==> src/design/tws_pkg.sv <==
package tws_pkg;
    localparam logic [6:0] ADDR_SEL_LOW  = 7'h48;
    localparam logic [6:0] ADDR_SEL_HIGH = 7'h5D;
    localparam int         BYTE_BITS     = 8;
    localparam logic [3:0] BIT_LAST      = 4'h7;
    localparam logic [3:0] BIT_ACK       = 4'h8;
    localparam logic [15:0] PTR_RESET    = 16'h0000;
    localparam int         SYNC_STAGES   = 3;

    typedef enum logic [6:0] {
        TWS_IDLE    = 7'h01,
        TWS_DEVADR  = 7'h02,
        TWS_ADR_HI  = 7'h04,
        TWS_ADR_LO  = 7'h08,
        TWS_WDATA   = 7'h10,
        TWS_RDATA   = 7'h20,
        TWS_IGNORE  = 7'h40
    } tws_state_t;
endpackage

==> src/design/tws_slave.sv <==
`timescale 1ns/1ps
module tws_slave (
    // clock and reset
    input  wire logic        mclk,
    input  wire logic        reset,
    // serial bus pins
    input  wire logic        serial_clock,
    input  wire logic        serial_bus_line_in,
    output logic             serial_bus_line_out,
    output logic             serial_bus_line_oe,
    // strap
    input  wire logic        address_select_pin,
    // register side
    output logic [15:0]      reg_addr,
    output logic [7:0]       reg_wdata,
    output logic             reg_wr,
    output logic             reg_rd,
    input  wire logic [7:0]  reg_rdata,
    // status
    output logic             bus_busy
);
    logic                scl_s;
    logic                sda_s;
    logic                scl_d_r;
    logic                sda_d_r;
    tws_pkg::tws_state_t state_r;
    tws_pkg::tws_state_t state_nxt;
    logic [15:0]         ptr_r;
    logic                ack_r;
    logic                rd_pend_r;
    logic                wr_r;
    logic [7:0]          wdata_r;
    logic                strap_r;
    logic                strap_taken_r;
    logic                seen_rise_r;
    logic [7:0]          shreg;
    logic [3:0]          bitcnt;

    tws_sync u_sync_scl (
        .clk   (mclk),
        .reset (reset),
        .din   (serial_clock),
        .dout  (scl_s)
    );

    tws_sync u_sync_sda (
        .clk   (mclk),
        .reset (reset),
        .din   (serial_bus_line_in),
        .dout  (sda_s)
    );

    // edges of the filtered lines
    wire scl_rise   = scl_s & ~scl_d_r;
    wire scl_fall   = ~scl_s & scl_d_r;
    wire start_seen = scl_s & scl_d_r & sda_d_r & ~sda_s;
    wire stop_seen  = scl_s & scl_d_r & ~sda_d_r & sda_s;

    wire in_data    = (bitcnt <= tws_pkg::BIT_LAST);
    wire in_ack     = (bitcnt == tws_pkg::BIT_ACK);
    // byte complete: the eighth bit was sampled on this rise
    wire byte_done  = scl_rise & (bitcnt == tws_pkg::BIT_LAST);
    wire [7:0] byte_in = {shreg[6:0], sda_s};

    wire [6:0] own_addr = strap_r ? tws_pkg::ADDR_SEL_HIGH
                                  : tws_pkg::ADDR_SEL_LOW;
    wire addr_match = (byte_in[7:1] == own_addr);
    wire is_read    = byte_in[0];

    // host acknowledge sampled on the rising clock in the ack slot
    wire host_ack   = scl_rise & in_ack & ~sda_s;
    wire host_nack  = scl_rise & in_ack & sda_s;

    wire rd_slot    = (state_r == tws_pkg::TWS_RDATA);
    // reload read byte at the fall that opens the address ack slot, then at each fall that ends a read ack slot the host acknowledged
    wire load_rd    = rd_pend_r & ~scl_s;
    // the byte being loaded is not in the shifter yet on its own load cycle
    wire rd_bit     = load_rd ? reg_rdata[7] : shreg[7];
    // a fall ends a bit slot only after a rise; the fall that follows a start is no bit
    wire bit_end    = scl_fall & seen_rise_r & (state_r != tws_pkg::TWS_IDLE);

    tws_shifter u_shift (
        .clk        (mclk),
        .reset      (reset),
        .clear      (start_seen | stop_seen),
        .load       (load_rd),
        .load_val   (reg_rdata),
        .sample     (scl_rise & in_data),
        .sample_bit (sda_s),
        .advance    (bit_end),
        .shreg      (shreg),
        .bitcnt     (bitcnt)
    );

    always_comb begin
        state_nxt = state_r;
        case (state_r)
            tws_pkg::TWS_IDLE:   state_nxt = state_r;
            tws_pkg::TWS_DEVADR: begin
                if (byte_done) begin
                    if (!addr_match) begin
                        state_nxt = tws_pkg::TWS_IGNORE;
                    end else if (is_read) begin
                        state_nxt = tws_pkg::TWS_RDATA;
                    end else begin
                        state_nxt = tws_pkg::TWS_ADR_HI;
                    end
                end
            end
            tws_pkg::TWS_ADR_HI: if (byte_done) state_nxt = tws_pkg::TWS_ADR_LO;
            tws_pkg::TWS_ADR_LO: if (byte_done) state_nxt = tws_pkg::TWS_WDATA;
            tws_pkg::TWS_WDATA:  state_nxt = state_r;
            tws_pkg::TWS_RDATA:  if (host_nack) state_nxt = tws_pkg::TWS_IGNORE;
            tws_pkg::TWS_IGNORE: state_nxt = state_r;
            default:             state_nxt = tws_pkg::TWS_IDLE;
        endcase
        if (start_seen) begin
            state_nxt = tws_pkg::TWS_DEVADR;
        end else if (stop_seen) begin
            state_nxt = tws_pkg::TWS_IDLE;
        end
    end

    always_ff @(posedge mclk or posedge reset) begin
        if (reset) begin
            state_r <= tws_pkg::TWS_IDLE;
            scl_d_r <= 1'b1;
            sda_d_r <= 1'b1;
        end else begin
            state_r <= state_nxt;
            scl_d_r <= scl_s;
            sda_d_r <= sda_s;
        end
    end

    always_ff @(posedge mclk or posedge reset) begin
        if (reset) begin
            seen_rise_r <= 1'b0;
        end else if (start_seen | stop_seen) begin
            seen_rise_r <= 1'b0;
        end else if (scl_rise) begin
            seen_rise_r <= 1'b1;
        end else if (scl_fall) begin
            seen_rise_r <= 1'b0;
        end
    end

    // strap caught once after reset release
    always_ff @(posedge mclk or posedge reset) begin
        if (reset) begin
            strap_r       <= 1'b0;
            strap_taken_r <= 1'b0;
        end else if (!strap_taken_r) begin
            strap_r       <= address_select_pin;
            strap_taken_r <= 1'b1;
        end
    end

    // acknowledge drive: set when a byte that needs it completes, held through the slot
    wire need_ack = byte_done & ((state_r == tws_pkg::TWS_DEVADR & addr_match)
                                 | state_r == tws_pkg::TWS_ADR_HI
                                 | state_r == tws_pkg::TWS_ADR_LO
                                 | state_r == tws_pkg::TWS_WDATA);

    always_ff @(posedge mclk or posedge reset) begin
        if (reset) begin
            ack_r <= 1'b0;
        end else if (start_seen | stop_seen) begin
            ack_r <= 1'b0;
        end else if (need_ack) begin
            ack_r <= 1'b1;
        end else if (scl_fall & in_ack) begin
            ack_r <= 1'b0;
        end
    end

    // pointer, write strobe and read request
    wire wr_byte   = byte_done & (state_r == tws_pkg::TWS_WDATA);
    wire rd_enter  = byte_done & (state_r == tws_pkg::TWS_DEVADR) & addr_match & is_read;

    always_ff @(posedge mclk or posedge reset) begin
        if (reset) begin
            ptr_r     <= tws_pkg::PTR_RESET;
            wr_r      <= 1'b0;
            wdata_r   <= 8'h00;
            rd_pend_r <= 1'b0;
        end else begin
            wr_r <= wr_byte;
            if (byte_done & state_r == tws_pkg::TWS_ADR_HI) begin
                ptr_r[15:8] <= byte_in;
            end else if (byte_done & state_r == tws_pkg::TWS_ADR_LO) begin
                ptr_r[7:0] <= byte_in;
            end else if (wr_r) begin
                ptr_r <= ptr_r + 16'h0001;
            end else if (rd_slot & scl_rise & (bitcnt == tws_pkg::BIT_LAST)) begin
                ptr_r <= ptr_r + 16'h0001;
            end
            if (wr_byte) begin
                wdata_r <= byte_in;
            end
            if (start_seen | stop_seen | host_nack) begin
                rd_pend_r <= 1'b0;
            end else if (rd_enter | (host_ack & rd_slot)) begin
                rd_pend_r <= 1'b1;
            end else if (load_rd) begin
                rd_pend_r <= 1'b0;
            end
        end
    end

    // the sensor drives low only: acknowledge or a zero read bit
    // slot opened by this fall; moving the line at the fall itself leaves a clock of margin
    // before the host raises the clock again, despite the synchroniser lag
    wire [3:0] slot_nxt   = in_ack ? 4'h0 : bitcnt + 4'h1;
    wire       drive_ack  = ack_r & (slot_nxt == tws_pkg::BIT_ACK);
    wire       drive_data = rd_slot & (slot_nxt <= tws_pkg::BIT_LAST) & ~rd_bit;

    always_ff @(posedge mclk or posedge reset) begin
        if (reset) begin
            serial_bus_line_oe <= 1'b0;
        end else if (start_seen | stop_seen) begin
            serial_bus_line_oe <= 1'b0;
        end else if (bit_end) begin
            serial_bus_line_oe <= drive_ack | drive_data;
        end
    end

    // busy from start until stop
    always_ff @(posedge mclk or posedge reset) begin
        if (reset) begin
            bus_busy <= 1'b0;
        end else begin
            bus_busy <= (state_nxt != tws_pkg::TWS_IDLE);
        end
    end

    assign serial_bus_line_out = 1'b0;
    assign reg_addr            = ptr_r;
    assign reg_wdata           = wdata_r;
    assign reg_wr              = wr_r;
    assign reg_rd              = load_rd;
endmodule

==> src/design/tws_sync.sv <==
`timescale 1ns/1ps
// three-stage synchroniser; a change counts once stages two and three agree
module tws_sync (
    // clock and reset
    input  wire logic clk,
    input  wire logic reset,
    // pin and filtered level
    input  wire logic din,
    output logic      dout
);
    logic [2:0] sh_r;

    always_ff @(posedge clk or posedge reset) begin
        if (reset) begin
            sh_r <= 3'h7;
            dout <= 1'b1;
        end else begin
            sh_r <= {sh_r[1:0], din};
            if (sh_r[1] == sh_r[2]) begin
                dout <= sh_r[2];
            end
        end
    end
endmodule

==> src/design/tws_shifter.sv <==
`timescale 1ns/1ps
// bit counter and shift register for one byte plus acknowledge slot
module tws_shifter (
    // clock and reset
    input  wire logic       clk,
    input  wire logic       reset,
    // control
    input  wire logic       clear,
    input  wire logic       load,
    input  wire logic [7:0] load_val,
    input  wire logic       sample,
    input  wire logic       sample_bit,
    input  wire logic       advance,
    // state
    output logic [7:0]      shreg,
    output logic [3:0]      bitcnt
);
    always_ff @(posedge clk or posedge reset) begin
        if (reset) begin
            shreg  <= 8'h00;
            bitcnt <= 4'h0;
        end else if (clear) begin
            bitcnt <= 4'h0;
        end else begin
            if (load) begin
                shreg <= load_val;
            end else if (sample) begin
                shreg <= {shreg[6:0], sample_bit};
            end
            if (advance) begin
                bitcnt <= (bitcnt == tws_pkg::BIT_ACK) ? 4'h0 : bitcnt + 4'h1;
            end
        end
    end
endmodule

==> config.mk <==
export PLATFORM = sky130hd
export DESIGN_NAME = tws_slave
export DESIGN_NICKNAME = d
export VERILOG_FILES = /design/src/design/tws_pkg.sv /design/src/design/tws_slave.sv /design/src/design/tws_sync.sv /design/src/design/tws_shifter.sv
export SDC_FILE = /design/constraint.sdc
export NUM_CORES = 1
export LEC_CHECK = 0
export BUFFER_PORTS_ARGS = -buffer_cell sky130_fd_sc_hd__buf_2
export CORE_MARGIN = 1
export CORE_UTILIZATION = 50
export CTS_CLUSTER_DIAMETER = 200
export DETAILED_ROUTE_END_ITERATION = 6
export PLACE_DENSITY = 0.71
export SETUP_SLACK_MARGIN = 0.3
export SYNTH_ARGS = -nofsm -noshare
export SYNTH_HDL_FRONTEND = slang
export SYNTH_SLANG_ARGS = --single-unit
==> constraint.sdc <==
create_clock -name mclk -period 3.6 [get_ports mclk]
set_clock_uncertainty 0.2 [all_clocks]
set_input_delay 0.54 -clock mclk [delete_from_list [all_inputs] [get_ports mclk]]
set_output_delay 0.54 -clock mclk [all_outputs]
set_load 0.02 [all_outputs]
==> flow_metrics.py <==
metrics = {
    "status": {
        "status": "complete, no violations",
    },
    "synthesis": {
        "yosysMostFrequentCell": "nand2_1",
        "netlist_top_cells_count": "nand2_1 (53), dfrtp_1 (50), nor2_1 (34)",
        "netlist_area_um2": 3190,
        "synth_xor_xnor_area_share_pct": 3.02,
        "synth-compound-area-share_pct": 12.6,
        "postSynthAreaPerCell_um2": 9.47,
        "synth_cell_types": 57,
        "synthTopCellsByArea": "dfrtp_1 (39%), dfstp_2 (9.1%), nand2_1 (6.2%), nor2_1 (4.0%), a21oi_1 (3.1%)",
        "synth_edf_count": 0,
        "syn-instance-count": 337,
        "ys_seq_area_share_pct": 48.3,
        "yosys_register_bits": 61,
        "synthMuxAreaShare_pct": 5.02,
        "synthArstFlopShare_pct": 100,
        "ys_warn_count": 0,
        "synth_top_family_by_area": "simple AND/OR/NAND/NOR gates",
        "synth_area_leader_cell": "dfrtp_1",
        "ys.flop_type": "dfrtp_1",
        "synthSimpleGateAreaFrac_pct": 23.4,
        "syn_nets": 356,
        "synth_fa_ha_area_share_pct": 2.98,
        "synth_top_area_share_pct": 39.2,
    },
    "worst_setup_path": {
        "crit_arrival_ns": 1.87,
        "cp_max_fo": 10,
        "crit_buf_inv": 3,
        "r2r_cells": 7,
        "crit_path_cell_trace": "inv_1 -> nand2_1 -> clkinv_1 -> buf_2",
        "crit_slowest_cell": "dfstp_2",
        "r2r_end": "reg_addr[9]",
        "path_class": "reg -> out",
        "critPathMaxStageDelay_ns": 0.59,
        "critical-path-top-delay-family": "buffers and inverters",
        "timing.rr.start": "u_sync_scl.dout",
        "startpoint_type": "flip-flop",
        "cp-end-kind": "output pin",
        "cp.required_ns": 2.86,
        "r2r_setup_slack_ns": 1.00,
    },
    "floorplan": {
        "ios": 42,
        "die_w_um": 81.9,
        "die_y_um": 81.9,
        "start_util_pct": 53.0,
        "core_um2": 6030,
        "num_rows": 28,
        "die-area_um2": 6710,
    },
    "layout": {
        "final_area_um2": 3640,
        "multiInputGateArea_um2": 1510,
        "antenna_cells": 0,
        "nets": 394,
        "drive_above_1_share_pct": 24.2,
        "area_growth_pct": 14.1,
        "finalCoreUtilization_pct": 60.4,
        "regArea_um2": 1540,
        "n_fill_cell": 528,
    },
    "drt": {
        "vias": 2691,
        "drcViolationCount": 0,
        "wl_um": 7440,
        "drt_pre_antenna_iters": 5,
        "avgRoutedWirePerCell_um": 16.4,
        "drtIter0Drc": 299,
        "drtAntennaViolNets": 0,
        "routed_via_density": 5.91,
    },
    "placed_design": {
        "portBuffers": 40,
        "gp_congestion": 0.923,
        "place_hpwl_um": 5180,
        "placed_cell_area_um2": 3420,
    },
    "power_and_ir_drop": {
        "vdd_drop_max_mv": 0.347,
        "p_leak_uw": 0.00169,
        "finalPower_uw": 1680,
        "power_density_nw_per_um2": 462,
    },
    "clock_tree": {
        "path_clk_slew_ns": 0.07,
        "clock_latency_ns": 0.35,
        "cts_hold_repair.buffers": 0,
        "clock-sinks": 61,
        "cts.path.max_buffers": 2,
        "cts_made_buffers": 9,
        "cts_root_buf": "clkbuf_8",
        "cts-htree-levels": 3,
        "cts_setup_buffers": 0,
        "cts_tree": "done",
        "cts_resized": 0,
    },
    "global_route": {
        "grt_antenna_before_repair": 0,
        "grt_pass1_vias": 2534,
        "grt_max_degree": 54,
        "grt_overflow": 0,
        "grtUsageTotal_pct": 24.6,
        "grt_pass1_wl_um": 12300,
    },
    "timing": {
        "setup_viol": 0,
        "max_freq_mhz": 384,
        "post-route-period-util_pct": 72.4,
        "tns_ns": 0,
        "drv_slew": 0,
        "rsz0062_at_grt": "no",
        "worst_pin_slew_ns": 1.08,
        "min_period_ns": 2.61,
        "hold_violations": 0,
        "relSlewSlack_pct": 27.6,
    },
    "min_path": {
        "hold_end": "u_sync_sda.sh_r[0]",
        "worstHoldStart": "serial_bus_line_in",
        "hold_path.class": "in -> reg",
        "hold-path-cell-count": 1,
    },
    "run": {
        "cap_violations": 0,
    },
}
## power by group
group | total [uW] | switching, uW | internal [uW] | leakage (uW)
logic | 154 | 88.4 | 65.6 | 0.000809
clock network | 680 | 289 | 392 | 0.000106
registers | 847 | 98.8 | 748 | 0.000776
total | 1680 | 476 | 1210 | 0.00169
## layout make-up
class | count | area share, %
tap | 75 | 2.58
sequential | 61 | 42.3
inverter | 13 | 1.34
clock buffer | 9 | 3.40
timing repair buffer | 43 | 6.12
multi-input combinational | 247 | 41.6
clock inverter | 7 | 2.68
## cells by family (layout without fill, tap and decap cells)
logic type	count (synthesis)	count (layout)
simple gates	145	145
compound gates	66	66
flops	61	61
buf+inv	29	72
mux	15	15
xor+xnor	11	11
fa+ha+maj	8	8
other cells	2	2
## how the worst max path moves through the flow
stage,start,end,cells after the start
after floorplan,u_sync_scl.dout,reg_addr[6],9
after global placement,u_sync_scl.dout,reg_addr[6],7
after detailed placement,u_sync_scl.dout,reg_addr[9],7
after CTS,u_sync_scl.dout,reg_rd,4
after global routing,u_sync_scl.dout,reg_addr[9],7
final,u_sync_scl.dout,reg_rd,4
## sequential cells by signal, indices dropped and copies added, names as in the netlist, 3 cells and up
signal,count
reg_addr,16
reg_wdata,8
state_r,7
u_shift.bitcnt,4
u_shift.shreg,8
u_sync_scl.sh_r,3
u_sync_sda.sh_r,3
## metal layers
metal | part of all wire, % | track usage, % | vias to the layer above
met5 | 0 | 0 | -
met2 | 46 | 36.9 | 109
met4 | 1.7 | 10.2 | 0
met1 | 46 | 35.0 | 1295
li1 | - | - | 1273
met3 | 6.2 | 4.11 | 14
## through the flow
step	setup slack, ns	hold WS, ns	instances
4_1_cts	0.960	0.0911	455
6_report	0.994	0.0982	455
2_1_floorplan	1.35	0.145	337
3_3_place_gp	1.08	0.147	439
3_5_place_dp	1.06	0.149	439
5_1_grt	0.844	0.0855	455
## placed cells by master (no fill, tap or decap), types with 7 or more instances in the layout
| cell type | n |
|---|---|
| dfrtp_1 | 50 |
| nand3_1 | 10 |
| a31oi_1 | 13 |
| nor2_1 | 34 |
| nand2_1 | 53 |
| a21oi_1 | 20 |
| dfstp_2 | 11 |
| clkbuf_8 | 9 |
| nand4_1 | 7 |
| buf_2 | 40 |
| mux2_2 | 8 |
| xnor2_1 | 8 |
| o21ai_1 | 8 |
| inv_1 | 11 |
| mux2i_1 | 7 |
No activity file was read; power rests on OpenSTA's default activity.
